--- src/hw/drgl_consts.svh ---
`ifndef DRGL_CONSTS_SVH
`define DRGL_CONSTS_SVH
// ==========================================
// Clock
`define DRGL_CLK_HZ 125000000
// ==========================================
// Timing figures in their own units
`define DRGL_POR_MIN_MS 11
`define DRGL_POR_MAX_MS 60
`define DRGL_READY_S 30
`define DRGL_COLD_S 6
`define DRGL_WARM_MS 200
`define DRGL_ARM_MS 1
`define DRGL_SEEK_MS 10
// Derived cycle counts (least times round up)
`define DRGL_POR_CYC ((64'd11 * 64'd125000000 + 64'd999) / 64'd1000)
`define DRGL_READY_CYC (64'd30 * 64'd125000000)
`define DRGL_COLD_CYC (64'd6 * 64'd125000000)
`define DRGL_WARM_CYC ((64'd200 * 64'd125000000) / 64'd1000)
`define DRGL_ARM_CYC ((64'd1 * 64'd125000000 + 64'd999) / 64'd1000)
`define DRGL_SEEK_CYC ((64'd10 * 64'd125000000) / 64'd1000)
// 12 MHz tick from 125 MHz by accumulator
`define DRGL_ARB_INC 8'h0C
`define DRGL_ARB_MOD 8'h7D
// ==========================================
// Register byte addresses (window C0..DF)
`define DRGL_SEL_TOP 3'h6
`define DRGL_CTRL_ADDR 8'hC0
`define DRGL_STAT_ADDR 8'hC4
`define DRGL_PLUG_ADDR 8'hC8
`define DRGL_TOHOST_ADDR 8'hCC
`define DRGL_FROMHOST_ADDR 8'hD0
`define DRGL_BUSCTL_ADDR 8'hD4
`define DRGL_ARBT_ADDR 8'hD8
// Control fields
`define DRGL_C_SPIN 0
`define DRGL_C_START 1
`define DRGL_C_UNBLOCK 2
`define DRGL_C_SAMPLE 3
`define DRGL_C_WRBUSY 4
`define DRGL_C_INIT 5
`define DRGL_C_DMAGO 6
`define DRGL_C_DMADIR 7
`define DRGL_C_PERRCLR 8
// Reset values
`define DRGL_CTRL_RST 8'h01
`define DRGL_ARBT_RST 8'h1A
// Filter idle levels: acknowledge and host reset high
`define DRGL_PINS_RST 11'h006
`endif

--- src/hw/drgl_pkg.sv ---
package drgl_pkg;
  // Sequencer states
  typedef enum logic [2:0] {
    S_POR = 3'h0,
    S_RECAL = 3'h1,
    S_SPINWAIT = 3'h2,
    S_SPINUP = 3'h3,
    S_READY = 3'h4,
    S_WARM_WR = 3'h5,
    S_WARM_SYNC = 3'h6
  } drgl_state_t;
  // Pins from outside, all passed through the three-stage filter
  typedef struct packed {
    logic seek_fault;
    logic [2:0] id_plugs;
    logic parity_check_plug;
    logic reset_kind_plug;
    logic self_seek_plug;
    logic spin_wait_plug;
    logic dma_ack_n;
    logic host_rst_n;
    logic supply_ok;
  } drgl_pins_t;
endpackage : drgl_pkg

--- src/hw/drgl_glue.sv ---
`timescale 1ns/1ps
`include "drgl_consts.svh"
//
// Contract
// - Spin-wait plug: hold spindle until start command
// - No spin-wait plug: auto spin, ready in 30s
// - Self-seek plug: endless seek, stop on fault
// - Host reset: cold if plug fitted, else warm
// - Cold reset clears all, resamples plugs, bus free; arbitration timing, block latch, parity error, to-host/from-host bytes keep; start flag kept on host reset
// - No commands accepted during six-second cold reset; code refuses only start and DMA commands, other control writes still act
// - Warm reset finishes sector, resyncs, about 200ms
// - Cold reset on low supply or cold host reset
// - Power-on clear resets units, arms spring, brakes
// - Clear held 11-60ms after supplies good, recal
// - Host reset drives reset-sense low, selects path
// - Block latch forces message/control/io deasserted
// - Spindle off on clear or spin enable low
// - Controller selected only for addresses C0-DF
// - Sample id and option plugs on command
// - Address then strobed data over processor bus
// - Registers set role, bus lines, arbitration timing
// - Direction high: buffer byte into to-host register
// - Direction low: drive from-host byte, enable low
// - Each DMA byte uses request and acknowledge
// - Arbitration timing from 12 MHz tick
// - Id plugs weigh four, two, one
// - Parity plug fitted enables odd parity check
module drgl_glue #(
  parameter logic [31:0] POR_CYC = 32'(`DRGL_POR_CYC),
  parameter logic [31:0] READY_CYC = 32'(`DRGL_READY_CYC),
  parameter logic [31:0] COLD_CYC = 32'(`DRGL_COLD_CYC),
  parameter logic [31:0] WARM_CYC = 32'(`DRGL_WARM_CYC),
  parameter logic [31:0] SEEK_CYC = 32'(`DRGL_SEEK_CYC),
  parameter logic [31:0] ARM_CYC = 32'(`DRGL_ARM_CYC)
) (
  input wire logic pclk,
  input wire logic presetn,
  input wire logic psel,
  input wire logic penable,
  input wire logic pwrite,
  input wire logic [7:0] paddr,
  input wire logic [31:0] pwdata,
  output logic [31:0] prdata,
  output logic pready,
  output logic pslverr,
  input wire drgl_pkg::drgl_pins_t pins,
  input wire logic [7:0] buffer_data_bus_in,
  output logic [7:0] buffer_data_bus_out,
  output logic dma_output_enable_n,
  output logic dma_dir,
  output logic dma_req_n,
  output logic por_clear_n,
  output logic motor_on,
  output logic motor_brake,
  output logic spring_arm,
  output logic reset_sense_pin_n,
  output logic bus_line_block_latch,
  output logic [7:0] bus_ctl_out,
  output logic initiator_mode,
  output logic arb_tick,
  output logic drive_ready,
  output logic seek_dir
);
  // ==========================================
  // Input filter: three flops, change taken when 2nd and 3rd agree
  localparam int NP = $bits(drgl_pkg::drgl_pins_t);
  logic [NP-1:0] s1_reg, s2_reg, s3_reg, flt_reg;
  genvar gi;
  generate
    for (gi = 0; gi < NP; gi++) begin : g_sync
      // One filter per pin, cleared to the pin's idle level
      always_ff @(posedge pclk or negedge presetn) begin
        if (!presetn) begin
          s1_reg[gi] <= 1'(`DRGL_PINS_RST >> gi);
          s2_reg[gi] <= 1'(`DRGL_PINS_RST >> gi);
          s3_reg[gi] <= 1'(`DRGL_PINS_RST >> gi);
          flt_reg[gi] <= 1'(`DRGL_PINS_RST >> gi);
        end else begin
          s1_reg[gi] <= pins[gi];
          s2_reg[gi] <= s1_reg[gi];
          s3_reg[gi] <= s2_reg[gi];
          if (s2_reg[gi] == s3_reg[gi]) flt_reg[gi] <= s3_reg[gi];
        end
      end
    end
  endgenerate
  drgl_pkg::drgl_pins_t fp;
  assign fp = drgl_pkg::drgl_pins_t'(flt_reg);
  // ==========================================
  // Reset event decode
  logic host_rst_d_reg;
  wire host_rst = ~fp.host_rst_n;
  wire host_rst_rise = host_rst & ~host_rst_d_reg;
  // Cold path: low supply or host reset with the plug fitted
  wire cold_req = ~fp.supply_ok | (host_rst & fp.reset_kind_plug);
  // Warm path only when the plug is absent
  wire warm_req = host_rst_rise & ~fp.reset_kind_plug;
  // ==========================================
  // APB decode
  wire in_window = paddr[7:5] == `DRGL_SEL_TOP;
  wire setup = psel & ~penable;
  wire a_ctrl = paddr == `DRGL_CTRL_ADDR;
  wire a_stat = paddr == `DRGL_STAT_ADDR;
  wire a_plug = paddr == `DRGL_PLUG_ADDR;
  wire a_toh = paddr == `DRGL_TOHOST_ADDR;
  wire a_frh = paddr == `DRGL_FROMHOST_ADDR;
  wire a_bctl = paddr == `DRGL_BUSCTL_ADDR;
  wire a_arbt = paddr == `DRGL_ARBT_ADDR;
  wire mapped = in_window & (a_ctrl | a_stat | a_plug | a_toh | a_frh |
                a_bctl | a_arbt);
  wire wr_acc = psel & penable & pready & pwrite & mapped;
  // ==========================================
  // State
  drgl_pkg::drgl_state_t st_reg, st_next;
  logic [31:0] cnt_reg;
  logic [31:0] arm_cnt_reg;
  logic [31:0] seek_cnt_reg;
  logic [8:0] ctrl_reg;
  logic [7:0] arbt_reg;
  logic [7:0] plug_reg;
  logic spin_wait_reg;
  logic started_reg;
  logic perr_reg;
  logic [7:0] toh_reg;
  logic [8:0] frh_reg;
  logic dma_busy_reg;
  logic ack_d_reg;
  logic [7:0] arb_acc_reg;
  // Start and DMA commands refused while cold reset and recalibration run
  wire busy = st_reg == drgl_pkg::S_POR || st_reg == drgl_pkg::S_RECAL;
  wire wr_ctrl = wr_acc & a_ctrl;
  wire start_cmd = wr_ctrl & pwdata[`DRGL_C_START] & ~busy;
  wire cnt_done = cnt_reg == 32'h0;
  wire ack_rise = ~fp.dma_ack_n & ack_d_reg;
  // ==========================================
  // Next-state logic
  always_comb begin
    st_next = st_reg;
    case (st_reg)
      // Hold clear until supplies good for the delay
      drgl_pkg::S_POR:
        if (!cold_req && cnt_done) st_next = drgl_pkg::S_RECAL;
      // Full recalibration after release
      drgl_pkg::S_RECAL: begin
        if (cnt_done && spin_wait_reg && !started_reg)
          st_next = drgl_pkg::S_SPINWAIT;
        else if (cnt_done) st_next = drgl_pkg::S_SPINUP;
      end
      // Spindle held until a start command
      drgl_pkg::S_SPINWAIT: if (start_cmd) st_next = drgl_pkg::S_SPINUP;
      drgl_pkg::S_SPINUP: if (cnt_done) st_next = drgl_pkg::S_READY;
      drgl_pkg::S_READY: st_next = drgl_pkg::S_READY;
      // Let the sector write finish
      drgl_pkg::S_WARM_WR:
        if (!ctrl_reg[`DRGL_C_WRBUSY]) st_next = drgl_pkg::S_WARM_SYNC;
      // Partial servo resync then bus free
      drgl_pkg::S_WARM_SYNC: if (cnt_done) st_next = drgl_pkg::S_READY;
      default: st_next = drgl_pkg::S_POR;
    endcase
    // Cold reset overrides everything else; warm reset only when not busy
    if (cold_req) st_next = drgl_pkg::S_POR;
    else if (warm_req && !busy) st_next = drgl_pkg::S_WARM_WR;
  end
  // ==========================================
  // Counter loads on state entry
  logic [31:0] cnt_next;
  always_comb begin
    cnt_next = cnt_done ? 32'h0 : cnt_reg - 32'h1;
    if (st_next != st_reg || cold_req) begin
      case (st_next)
        drgl_pkg::S_POR: cnt_next = POR_CYC;
        drgl_pkg::S_RECAL: cnt_next = COLD_CYC;
        drgl_pkg::S_SPINUP: cnt_next = READY_CYC;
        drgl_pkg::S_WARM_SYNC: cnt_next = WARM_CYC;
        default: cnt_next = 32'h0;
      endcase
    end
  end
  // State and counter
  always_ff @(posedge pclk or negedge presetn) begin
    if (!presetn) begin
      st_reg <= drgl_pkg::S_POR;
      cnt_reg <= 32'h0;
      host_rst_d_reg <= 1'b0;
    end else begin
      st_reg <= st_next;
      cnt_reg <= cnt_next;
      host_rst_d_reg <= host_rst;
    end
  end
  // ==========================================
  // Plug capture; spin-wait caught only at power-up
  always_ff @(posedge pclk or negedge presetn) begin
    if (!presetn) begin
      plug_reg <= 8'h00;
      spin_wait_reg <= 1'b0;
      started_reg <= 1'b0;
    end else begin
      if (!fp.supply_ok) spin_wait_reg <= fp.spin_wait_plug;
      if (!fp.supply_ok) started_reg <= 1'b0;
      else if (start_cmd) started_reg <= 1'b1;
      // Id weights four-two-one sit in bits 2:0
      if (st_reg == drgl_pkg::S_POR ||
          (wr_ctrl && pwdata[`DRGL_C_SAMPLE])) begin
        plug_reg <= {2'h0, fp.self_seek_plug, fp.reset_kind_plug,
                     fp.parity_check_plug, fp.id_plugs};
      end
    end
  end
  // ==========================================
  // Control, timing and bus-line registers
  always_ff @(posedge pclk or negedge presetn) begin
    if (!presetn) begin
      ctrl_reg <= {1'b0, `DRGL_CTRL_RST};
      arbt_reg <= `DRGL_ARBT_RST;
      bus_ctl_out <= 8'h00;
      initiator_mode <= 1'b0;
    end else if (st_reg == drgl_pkg::S_POR) begin
      // Clear returns control, bus lines and initiator mode to defaults; arbitration timing keeps its value
      ctrl_reg <= {1'b0, `DRGL_CTRL_RST};
      bus_ctl_out <= 8'h00;
      initiator_mode <= 1'b0;
    end else begin
      if (wr_ctrl) ctrl_reg <= pwdata[8:0];
      if (wr_ctrl) initiator_mode <= pwdata[`DRGL_C_INIT];
      if (wr_acc && a_arbt) arbt_reg <= pwdata[7:0];
      if (wr_acc && a_bctl) bus_ctl_out <= pwdata[7:0];
      // Bus free at end of warm reset
      if (st_reg == drgl_pkg::S_WARM_SYNC) bus_ctl_out <= 8'h00;
    end
  end
  // ==========================================
  // Block latch: set by warm reset, cleared only by write
  always_ff @(posedge pclk or negedge presetn) begin
    if (!presetn) begin
      bus_line_block_latch <= 1'b0;
      reset_sense_pin_n <= 1'b1;
    end else begin
      reset_sense_pin_n <= ~host_rst;
      // Set wins over a clear in the same cycle
      if (warm_req) bus_line_block_latch <= 1'b1;
      else if (wr_ctrl && pwdata[`DRGL_C_UNBLOCK])
        bus_line_block_latch <= 1'b0;
    end
  end
  // ==========================================
  // Power, motor and spring outputs
  always_ff @(posedge pclk or negedge presetn) begin
    if (!presetn) begin
      por_clear_n <= 1'b0;
      motor_on <= 1'b0;
      motor_brake <= 1'b1;
      spring_arm <= 1'b0;
      arm_cnt_reg <= 32'h0;
      drive_ready <= 1'b0;
    end else begin
      por_clear_n <= st_next != drgl_pkg::S_POR;
      // Off under clear or when spin enable drops
      motor_on <= st_next != drgl_pkg::S_POR &&
                  st_next != drgl_pkg::S_SPINWAIT &&
                  ctrl_reg[`DRGL_C_SPIN];
      motor_brake <= st_next == drgl_pkg::S_POR;
      // Spring armed after a delay inside clear
      if (st_reg != drgl_pkg::S_POR) arm_cnt_reg <= ARM_CYC;
      else if (arm_cnt_reg != 32'h0) arm_cnt_reg <= arm_cnt_reg - 32'h1;
      spring_arm <= st_reg == drgl_pkg::S_POR &&
                    arm_cnt_reg == 32'h0;
      drive_ready <= st_next == drgl_pkg::S_READY;
    end
  end
  // ==========================================
  // Self exercise: seek back and forth until a fault
  always_ff @(posedge pclk or negedge presetn) begin
    if (!presetn) begin
      seek_dir <= 1'b0;
      seek_cnt_reg <= 32'h0;
    end else if (st_reg == drgl_pkg::S_READY && plug_reg[5] &&
                 !fp.seek_fault) begin
      if (seek_cnt_reg == 32'h0) begin
        seek_cnt_reg <= SEEK_CYC;
        seek_dir <= ~seek_dir;
      end else begin
        seek_cnt_reg <= seek_cnt_reg - 32'h1;
      end
    end
  end
  // ==========================================
  // 12 MHz arbitration tick
  always_ff @(posedge pclk or negedge presetn) begin
    if (!presetn) begin
      arb_acc_reg <= 8'h00;
      arb_tick <= 1'b0;
    end else if (arb_acc_reg + `DRGL_ARB_INC >= `DRGL_ARB_MOD) begin
      arb_acc_reg <= arb_acc_reg + `DRGL_ARB_INC - `DRGL_ARB_MOD;
      arb_tick <= 1'b1;
    end else begin
      arb_acc_reg <= arb_acc_reg + `DRGL_ARB_INC;
      arb_tick <= 1'b0;
    end
  end
  // ==========================================
  // DMA handshake with the buffer sequencer
  wire dma_go = wr_ctrl & pwdata[`DRGL_C_DMAGO] & ~busy;
  always_ff @(posedge pclk or negedge presetn) begin
    if (!presetn) begin
      dma_busy_reg <= 1'b0;
      dma_req_n <= 1'b1;
      dma_dir <= 1'b0;
      dma_output_enable_n <= 1'b1;
      buffer_data_bus_out <= 8'h00;
      toh_reg <= 8'h00;
      frh_reg <= 9'h000;
      perr_reg <= 1'b0;
      ack_d_reg <= 1'b1;
    end else begin
      ack_d_reg <= fp.dma_ack_n;
      if (st_reg == drgl_pkg::S_POR) begin
        dma_busy_reg <= 1'b0;
        dma_req_n <= 1'b1;
      end else if (dma_go) begin
        dma_busy_reg <= 1'b1;
        dma_req_n <= 1'b0;
        dma_dir <= pwdata[`DRGL_C_DMADIR];
      end else if (dma_busy_reg && ack_rise) begin
        dma_busy_reg <= 1'b0;
        dma_req_n <= 1'b1;
        if (dma_dir) toh_reg <= buffer_data_bus_in;
      end
      // Inbound byte driven while acknowledged
      dma_output_enable_n <= ~(dma_busy_reg & ~dma_dir &
                              ~fp.dma_ack_n);
      buffer_data_bus_out <= frh_reg[7:0];
      if (wr_acc && a_frh) begin
        frh_reg <= pwdata[8:0];
        // Odd parity expected when the plug is fitted
        if (plug_reg[3] && !(^pwdata[8:0])) perr_reg <= 1'b1;
      end else if (wr_ctrl && pwdata[`DRGL_C_PERRCLR]) begin
        perr_reg <= 1'b0;
      end
    end
  end
  // ==========================================
  // Read mux
  wire [31:0] stat_word = {20'h0, dma_busy_reg, perr_reg,
    bus_line_block_latch, started_reg, spin_wait_reg, busy,
    drive_ready, 2'h0, st_reg};
  wire [31:0] rd_mux = a_ctrl ? {23'h0, ctrl_reg} :
                       a_stat ? stat_word :
                       a_plug ? {24'h0, plug_reg} :
                       a_toh ? {24'h0, toh_reg} :
                       a_frh ? {23'h0, frh_reg} :
                       a_bctl ? {24'h0, bus_ctl_out} :
                       a_arbt ? {24'h0, arbt_reg} : 32'h0;
  // APB answer: ready in the access cycle, error on unmapped
  always_ff @(posedge pclk or negedge presetn) begin
    if (!presetn) begin
      pready <= 1'b0;
      pslverr <= 1'b0;
      prdata <= 32'h0;
    end else begin
      pready <= setup;
      pslverr <= setup & ~mapped;
      prdata <= (setup && !pwrite && mapped) ? rd_mux : 32'h0;
    end
  end
endmodule : drgl_glue

--- config.mk ---
export PLATFORM = sky130hd
export DESIGN_NAME = drgl_glue
export DESIGN_NICKNAME = d
export VERILOG_FILES = /design/src/hw/drgl_pkg.sv /design/src/hw/drgl_glue.sv
export VERILOG_INCLUDE_DIRS = /design/src /design/src/hw
export SDC_FILE = /design/constraint.sdc
export NUM_CORES = 1
export LEC_CHECK = 0
export ABC_AREA = 1
export CORE_AREA = 5 5 142 144
export DETAILED_ROUTE_END_ITERATION = 8
export DIE_AREA = 0 0 147 149
export DONT_BUFFER_PORTS = 1
export PLACE_DENSITY_LB_ADDON = 0.1
export SYNTH_ARGS = -nofsm -noshare
export SYNTH_HDL_FRONTEND = slang
export SYNTH_SLANG_ARGS = --single-unit
--- constraint.sdc ---
create_clock -name pclk -period 2.7 [get_ports pclk]
set_clock_uncertainty 0.2 [all_clocks]
set_input_delay 0.675 -clock pclk [delete_from_list [all_inputs] [get_ports pclk]]
set_output_delay 0.675 -clock pclk [all_outputs]
set_load 0.02 [all_outputs]
==> impl_metrics.yaml, run 1 <==
global_route:
  antenna_found_initial: 0
  grt_pass1_vias: 8891
  use_met1_pct: 35.1
  grt_max_degree: 240
  grt_pass1_wl_mm: 44.0
  grt_usage_pct: 24.2
  met3_usage_pct: 3.59
  met2_usage_pct: 38.9
  grt-busiest-layer: "met2"
  grt.overflow.total: 0
sta:
  rsz0062_at_grt: "false"
  report.final.slew_viol_count: 0
  period_minus_slack_ns: 2.52
  fin_crit_sh_pct: 93.3
  holdWs_ns: -0.356
  setup_ws_ns: 0.180
  setup_tns_ns: 0
  slew_headroom_pct: 54.0
  setup_violations: 0
  tightest_slew_ns: 0.690
  finalHoldViolCount: 224
  max_freq_mhz: 397
yosys:
  synthCells: 1382
  synth_edf_count: 0
  ys_seq_area_share_pct: 51.5
  avgSynthCellArea_um2: 8.44
  ys_ff_latch: 239
  async_flop_share_pct: 100
  synth_ff_type: "dfrtp_1"
  synth.distinct_cells: 53
  synthesis.area_um2: 11700
  synth_warnings: 0
drt:
  dr_total_vias: 9225
  drt_drc_violations_left: 0
  vias_per_cell: 5.45
  ant_nets: 0
  drtIter0Drc: 705
  wl_mm: 26.4
  post_drt_wl_per_cell_um: 15.6
  dr.pass1.iters: 6
cells_and_area:
  fillers: 1473
  layout.cells.most_common_list: "nand2_1, dfrtp_1, nor2_1, inv_1, o21ai_0"
  final_area_um2: 13100
  n_antenna_cell: 0
  final_nets: 1509
  drive_gt1_share_pct: 10.4
  layout_commonest_cell: "nand2_1"
  area_delta_synth_final_pct: 12.7
critical_path:
  slowest_stage: "dfrtp_1"
  cp_cell_sequence: "inv_2 > ha_4 > nand2_2 > nor2_4 > nand2_2 > nor2_4 > nand3_4 > nand2_2 > inv_2 > nor2_2 > nand3_2 > nand3_2 > buf_4 > nand4_1 > nand2_1"
  rr_startpoint: "cnt_reg[0]$_DFF_PN0_"
  startpoint: "cnt_reg[0]$_DFF_PN0_"
  crit_fanout: 20
  crit_top_cell: "nand2_2"
  critPathArrivalTime_ns: 2.78
  critPathRequiredTime_ns: 2.96
  critical_path_class: "register to register"
  cpPeakStageDelay_ns: 0.39
  end_kind: "register"
  startpoint_type: "register"
power_and_ir_drop:
  powerDensity_nw_per_um2: 692
  cell_internal_pwr_mw: 6.57
  pwr-share-seq_pct: 46.3
  switching_share_pct: 27.8
  clockPowerShare_pct: 40.9
  p_comb_share_pct: 12.8
  peakVddDrop_uv: 659
  p_sw_mw: 2.53
  leakagePower_nw: 6.63
floorplan:
  start_util_pct: 62.8
  chipHeight_um: 149
  dieArea_um2: 21900
  core_region_area_um2: 18600
  die_w_um: 147
  num_io_pins: 127
  num_rows: 50
placement:
  hpwl_mm: 18.8
  portBuffers: 0
  dpl_worst_slack_ns: 0.0165
  gp_congestion: 0.935
  placed_area_um2: 12100
clock_network:
  holdBufCountCts: 11
  clk_latency_ns: 0.53
  cts_htree_levels: 1
  cts_root_buf: "clkbuf_16"
  cts_buffer_depth: 3
  clk_pin_slew_ns: 0.06
  numCtsBuffers: 26
  clkSinkCount: 239
  tritoncts: "yes"
min_path:
  min-delay-path-class: "primary input to asynchronous set/reset pin"
run_status:
  status: "finished with violations"
  violations: "negative hold slack"
job:
  maxCapViolations: 0
[logic make-up after synthesis]
kind of cell / Yosys count / share of synthesized area (%)
flops: 239 / 51.5
other cells: 1 / 0.0321
simple gates: 650 / 24.9
fa+ha+maj: 18 / 1.69
mux: 5 / 0.483
xor+xnor: 59 / 4.43
compound gates: 173 / 8.53
buf+inv: 237 / 8.47
[final cells by class]
type | instances | area (um2) | share of cell area [%]
Inverter | 199 | 747 | 5.68
Clock inverter | 16 | 181 | 1.38
Clock buffer | 32 | 734 | 5.59
Sequential cell | 239 | 6000 | 45.7
Tap cell | 234 | 293 | 2.23
Multi-Input combinational cell | 925 | 4790 | 36.5
Timing Repair Buffer | 47 | 393 | 2.99
[per-stage QoR]
stage          cells  utilization [%]  power [mW]
2_1_floorplan   1401                -        5.11
4_1_cts         1691             70.4        9.12
6_report        1692             70.7        9.10
3_3_place_gp    1632             64.9        5.34
3_5_place_dp    1632             64.9        5.38
5_1_grt         1692             70.7        9.55
[worst paths after layout]
kind,end,slack [ns],cells past startpoint
setup / recovery,cnt_reg[9]$_DFF_PN0_,0.18,15
hold / removal,arbt_reg[5]$_DFFE_PN0P_,-0.36,0
setup reg to reg,cnt_reg[9]$_DFF_PN0_,0.18,15
hold reg to reg,s2_reg[8]$_DFF_PN0_,0.14,0
max in group asynchronous,arm_cnt_reg[14]$_DFFE_PN0N_,2.07,0
min in group pclk,pslverr$_DFF_PN0_,0.02,1
[routing by layer]
metal / part of all wire (%) / up-vias
met4: 2.3 / 0
met5: 0 / -
met3: 5.4 / 57
met2: 46 / 265
li1: - / 4546
met1: 47 / 4357
[power by group through the flow]
stage	combinational, mW	clock, mW	sequential, mW
floorplan	0.935	0	4.17
detailed placement	1.12	0	4.26
CTS	1.14	3.78	4.20
finish	1.16	3.72	4.21
global placement	1.08	0	4.25
global route	1.34	3.95	4.25
[synth_stat cells (all sizes together) (8+ instances only)]
cell	number	area, um2
a21oi	37	189
buf	29	208
clkbuf	9	33.8
dfrtp	222	5560
dfstp	17	447
inv	195	732
maj3	11	110
nand2	253	980
nand3	65	370
nand4	33	213
nor2	217	865
nor3	53	285
nor4	12	75.1
o211ai	8	60.1
o21ai	89	449
xnor2	18	158
xor2	41	359
[critical path: cells and delay by family (launching register included)]
kind	cells	cell delay [ns]
AND/OR/NAND/NOR	11	1.28
buffers and inverters	3	0.42
adder cells (fa/ha/maj)	1	0.15
flip-flops	1	0.39
[what timing repair did]
item / 4_1_cts / 5_1_grt
buffers inserted: 0 / 1
resized for setup: 0 / 10
setup endpoints to repair: 0 / 29
endpoints found under the hold margin: 250 / 239
Note: power is estimated with default switching activity, not from simulation.
==> run 2, diff against run 1 <==
ABC_AREA = unset   (was 1)
CORE_AREA = 5 5 137 139   (was 5 5 142 144)
DIE_AREA = 0 0 142 144   (was 0 0 147 149)
SETUP_SLACK_MARGIN = 0.5   (was unset)
==> impl_metrics.yaml, run 2 <==
cells_and_area:
  multiInputGateArea_um2: 5960
  area_delta_synth_final_pct: 39.0
  regArea_um2: 6010
  final_nets: 1218
  final_area_um2: 14900
  n_antenna_cell: 0
  layout_commonest_cell: "dfrtp_1"
  drive_gt1_share_pct: 43.0
  fillers: 774
  layout.cells.most_common_list: "dfrtp_1, buf_4, nor2_1, xnor2_1, buf_6"
yosys:
  synth_area_leader_cell: "dfrtp_1"
  synth.most_common_cell: "dfrtp_1"
  synthCells: 961
  synth_area_leaders: "dfrtp_1, xnor2_1, dfstp_2, mux2_2, nor2_1"
  yosysTopAreaCellShare_pct: 51.7
  synth_warnings: 0
  async_flop_share_pct: 100
  synthesis.area_um2: 10700
  synth_ff_type: "dfrtp_1"
  synth.distinct_cells: 78
  netlist_top_cells_count: "dfrtp_1, nor2_1, xnor2_1"
  ys_seq_area_share_pct: 55.8
  ys_ff_latch: 239
  synth_edf_count: 0
  avgSynthCellArea_um2: 11.2
clock_network:
  holdBufCountCts: 11
  cts_root_buf: "clkbuf_16"
  numCtsBuffers: 24
  cts_buffer_depth: 3
  clk_pin_slew_ns: 0.07
  clk_latency_ns: 0.52
  cts_htree_levels: 1
  tritoncts: "yes"
  clkSinkCount: 239
sta:
  holdWs_ns: -0.345
  rsz0062_at_grt: "true"
  period_minus_slack_ns: 3.03
  slew_headroom_pct: 50.0
  tightest_slew_ns: 0.747
  finalHoldViolCount: 239
  report.final.slew_viol_count: 0
  fin_crit_sh_pct: 112
  setup_violations: 47
  max_freq_mhz: 330
  setup_ws_ns: -0.329
drt:
  met3_length_mm: 2.26
  drt_drc_violations_left: 0
  drtIter0Drc: 845
  top_layer_used: "met5"
  ant_nets: 0
  post_drt_wl_per_cell_um: 22.7
  wl_mm: 31.7
  vias_per_cell: 6.20
  dr_total_vias: 8630
  dr.pass1.iters: 6
  wl_met2_mm: 16.2
  wl_met1_mm: 12.1
critical_path:
  slowest_stage: "or4b_4"
  crit_fanout: 4
  r2r_slack_ns: -0.33
  cp_cell_sequence: "inv_1 > ha_2 > or4b_4 > or4_4 > o21ai_1 > a31oi_4 > or2_4 > nor2_2 > o22ai_1"
  cpPeakStageDelay_ns: 0.48
  critPathArrivalTime_ns: 3.22
  critical_path_class: "register to register"
  end_kind: "register"
  critPathRequiredTime_ns: 2.90
  startpoint_type: "register"
run_status:
  status: "finished with violations"
  violations: "negative hold slack, negative setup slack"
power_and_ir_drop:
  peakVddDrop_uv: 598
  leakagePower_nw: 6.50
  clockPowerShare_pct: 45.4
  pwr-share-seq_pct: 49.8
  p_comb_share_pct: 4.8
  power.total_mw: 7.51
  cell_internal_pwr_mw: 5.87
  p_sw_mw: 1.63
  powerDensity_nw_per_um2: 503
  switching_share_pct: 21.8
floorplan:
  die_w_um: 142
  chipHeight_um: 144
  start_util_pct: 61.3
  num_io_pins: 127
  core_region_area_um2: 17500
  dieArea_um2: 20400
  num_rows: 49
global_route:
  grt_max_degree: 240
  grt_pass1_wl_mm: 44.7
  grt_pass1_vias: 8573
  grt_usage_pct: 27.0
  antenna_found_initial: 2
  grt.overflow.total: 0
job:
  maxCapViolations: 0
placement:
  placed_area_um2: 11900
  portBuffers: 0
  gp_congestion: 0.913
  dpl_worst_slack_ns: -0.465
  hpwl_mm: 17.1
min_path:
  min-delay-path-class: "primary input to asynchronous set/reset pin"
-- run 2: metal layers --
| layer | up-vias | global-route usage [%] |
|---|---|---|
| met5 | - | 0 |
| met4 | 4 | 8.74 |
| met3 | 92 | 4.86 |
| met2 | 400 | 47.3 |
| met1 | 4384 | 34.2 |
| li1 | 3750 | - |
-- run 2: cell families (layout without fill, tap and decap cells) --
family | Yosys count | count (layout) | share of synthesized area [%]
AOI/OAI and AO/OA | 152 | 152 | 9.38
adders and majority gates | 18 | 18 | 1.84
buffers and inverters | 69 | 253 | 3.27
other | 1 | 20 | 0.0349
muxes | 45 | 45 | 4.66
and+or+nand+nor | 344 | 344 | 17.4
DFF | 239 | 239 | 55.8
xor gates and xnor gates | 93 | 93 | 7.58
-- run 2: final timing paths --
path	to	from	cells past startpoint
max	cnt_reg[18]$_DFF_PN0_	cnt_reg[1]$_DFF_PN0_	9
min	seek_cnt_reg[28]$_DFFE_PN0P_	presetn	0
max reg2reg	cnt_reg[18]$_DFF_PN0_	cnt_reg[1]$_DFF_PN0_	9
min reg2reg	s2_reg[7]$_DFF_PN0_	s1_reg[7]$_DFF_PN0_	0
max in group asynchronous	ctrl_reg[0]$_DFFE_PN1P_	presetn	0
min in group pclk	ctrl_reg[0]$_DFFE_PN1P_	pwdata[0]	2
-- run 2: repair_timing --
| item | 4_1_cts | 5_1_grt |
|---|---|---|
| gates cloned | 5 | 1 |
| pin swaps | 81 | 75 |
| hold endpoints to repair | 250 | 239 |
| setup buffers | 39 | 34 |
| setup endpoints to repair | 167 | 170 |
| resized for setup | 212 | 135 |
-- run 2: power groups by stage --
stage | combinational [mW] | clock, mW | sequential, mW
after floorplan | 0.216 | 0 | 3.78
after global placement | 0.254 | 0 | 3.79
after detailed placement | 0.264 | 0 | 3.80
after CTS | 0.321 | 3.41 | 3.73
after global routing | 0.384 | 3.61 | 3.74
final | 0.361 | 3.41 | 3.74
-- run 2: final cells by class --
cell class	count	area share (%)
clock buffer	35	4.77
clock inverter	8	0.636
inverter	21	0.611
multi-input combinational	672	39.9
sequential	239	40.2
tap	229	1.92
timing repair buffer	189	11.9
-- run 2: per-stage QoR --
step	util, %	setup TNS, ns	std cells
after CTS	80.0	-9.31	1358
after global routing	85.2	-13.39	1393
after floorplan	-	-19.93	980
after detailed placement	67.9	-28.02	1260
after global placement	67.9	-22.48	1260
final	85.2	-8.63	1393
-- run 2: critical path: cells and delay by family (launching register included) --
kind / cells / cell delay, ns
compound gates: 3 / 0.63
fa+ha+maj: 1 / 0.17
buf+inv: 1 / 0.06
flops: 1 / 0.38
simple gates: 4 / 1.45
==> run 3, diff against run 2 <==
CORE_AREA = 5 5 135 137   (was 5 5 137 139)
CTS_BUF_LIST = sky130_fd_sc_hd__clkbuf_4   (was unset)
DIE_AREA = 0 0 140 142   (was 0 0 142 144)
==> impl_metrics.yaml, run 3 (same netlist as run 2, synthesis figures left out) <==
clock_network:
  clk_pin_slew_ns: 0.10
  cts_root_buf: "clkbuf_4"
  clkSinkCount: 239
  tritoncts: "yes"
  holdBufCountCts: 31
  cts_htree_levels: 2
  cts_buffer_depth: 3
  clk_latency_ns: 0.69
  numCtsBuffers: 59
drt:
  dr.pass1.iters: 8
  wl_mm: 34.3
  vias_per_cell: 6.18
  drtIter0Drc: 780
  drt_drc_violations_left: 0
  dr_total_vias: 9148
  ant_nets: 0
  post_drt_wl_per_cell_um: 23.2
job:
  maxCapViolations: 0
cells_and_area:
  layout_commonest_cell: "dfrtp_1"
  layout.cells.most_common_list: "dfrtp_1, buf_4, clkbuf_4, xnor2_1, nor2_1"
  drive_gt1_share_pct: 43.9
  final_nets: 1278
  fin_cells: 1480
  area_delta_synth_final_pct: 38.0
critical_path:
  crit_fanout: 4
  end_kind: "register"
  crit_top_cell: "or4_4"
  cpPeakStageDelay_ns: 0.59
  startpoint_type: "register"
  critPathArrivalTime_ns: 3.41
  r2r_slack_ns: -0.34
  critical_path_class: "register to register"
  worstRegToRegCells: 7
  rr_startpoint: "cnt_reg[9]$_DFF_PN0_"
  critPathRequiredTime_ns: 3.07
  cp_cell_sequence: "or4_4 > or4_4 > or3_4 > a31oi_4 > buf_6 > nand4_1 > o21ai_0"
  rr_endpoint: "cnt_reg[28]$_DFF_PN0_"
  worst_path_dominant_cell_family: "simple AND/OR/NAND/NOR gates"
  slowest_stage: "or4_4"
  cp_num_buf_inv: 1
global_route:
  grt_pass1_wl_mm: 46.4
  grt_pass1_vias: 9111
  antenna_found_initial: 1
  grt_usage_pct: 28.7
  grt.overflow.total: 0
  grt_max_degree: 240
power_and_ir_drop:
  leakagePower_nw: 6.52
  peakVddDrop_uv: 371
  powerDensity_nw_per_um2: 488
sta:
  finalHoldViolCount: 239
  fin_crit_sh_pct: 113
  rsz0062_at_grt: "true"
  max_freq_mhz: 329
  holdWs_ns: -0.548
  setup_ws_ns: -0.340
  slew_headroom_pct: 46.0
  report.final.slew_viol_count: 0
  tightest_slew_ns: 0.806
  period_minus_slack_ns: 3.04
  setup_violations: 52
placement:
  dp_cells: 1260
  gp_congestion: 0.933
  dpl_worst_slack_ns: -0.476
  hpwl_mm: 17.1
  portBuffers: 0
min_path:
  min-delay-path-class: "primary input to asynchronous set/reset pin"
floorplan:
  core_region_area_um2: 16900
  dieArea_um2: 19900
  die_w_um: 140
  start_util_pct: 63.5
  chipHeight_um: 142
  num_rows: 48
  num_io_pins: 127
run_status:
  status: "finished with violations"
  violations: "negative hold slack, negative setup slack"
-- run 3: cell types whose count changed in the layout (fill, tap and decap cells not counted), sizes merged --
cell | before | now
buf | 177 | 182
bufinv | 2 | 0
clkbuf | 36 | 88
clkinv | 5 | 21
clkinvlp | 2 | 0
diode | 0 | 1
dlygate4sd3 | 11 | 31
inv | 20 | 21
-- run 3: timing repair --
item | in CTS | in global routing
setup buffers | 43 | 32
cloned | 4 | 1
pin swaps | 70 | 50
resized for setup | 169 | 127
hold endpoints to repair | 300 | 239
setup endpoints to repair | 145 | 155
-- run 3: report_power, final --
| part | internal (mW) | leakage [nW] | switching, mW | total (mW) |
|---|---|---|---|---|
| combinational | 0.202 | 3.01 | 0.194 | 0.396 |
| clock | 1.48 | 0.450 | 1.62 | 3.11 |
| sequential | 3.67 | 3.06 | 0.0648 | 3.73 |
-- run 3: routing by layer --
layer / up-vias / part of all wire, % / track usage (%)
met5: - / 0 / 0
li1: 3922 / - / -
met1: 4589 / 37 / 36.3
met2: 502 / 51 / 48.9
met3: 135 / 7.9 / 6.59
met4: 0 / 4.4 / 10.9
-- run 3: final cells by class --
type                    count  area, um2
diodes                      1       2.50
well taps                 225        282
fillers                   694       2100
multi-input cells         672       5810
inverters                  21       83.8
clock buffers              87        653
flip-flops and latches    239       6010
repair buffers            214       1900
clock inverters            21       86.3
-- run 3: stage by stage --
| stage | instance area (um2) | hold slack [ns] | setup TNS, ns | utilization [%] | total power [mW] |
|---|---|---|---|---|---|
| 2_1_floorplan | 11200 | 0.131 | -19.93 | - | 4.00 |
| 3_3_place_gp | 11900 | 0.132 | -21.46 | 70.4 | 4.04 |
| 3_5_place_dp | 11900 | 0.136 | -26.57 | 70.4 | 4.06 |
| 4_1_cts | 14000 | -0.550 | -8.78 | 82.8 | 7.06 |
| 5_1_grt | 14800 | -0.577 | -10.80 | 87.6 | 7.48 |
| 6_report | 14800 | -0.548 | -7.61 | 87.6 | 7.23 |
-- run 3: how the worst max path moves through the flow --
stage	start	to	slack (ns)	cells past startpoint
global route	cnt_reg[1]$_DFF_PN0_	cnt_reg[28]$_DFF_PN0_	-0.40	12
floorplan	paddr[1]	arbt_reg[0]$_DFFE_PN0P_	-0.52	7
finish	cnt_reg[9]$_DFF_PN0_	cnt_reg[28]$_DFF_PN0_	-0.34	7
global placement	paddr[1]	toh_reg[1]$_DFFE_PN0P_	-0.39	8
CTS	cnt_reg[0]$_DFF_PN0_	cnt_reg[13]$_DFF_PN0_	-0.31	11
detailed placement	paddr[1]	arbt_reg[7]$_DFFE_PN0P_	-0.48	8
-- run 3: worst reg2reg max path, cell delays in order (launching register included) --
cell and delay, ns:
dfrtp_1 0.40, or4_4 0.57, or4_4 0.59, or3_4 0.40, a31oi_4 0.23, buf_6 0.15
nand4_1 0.22, o21ai_0 0.18
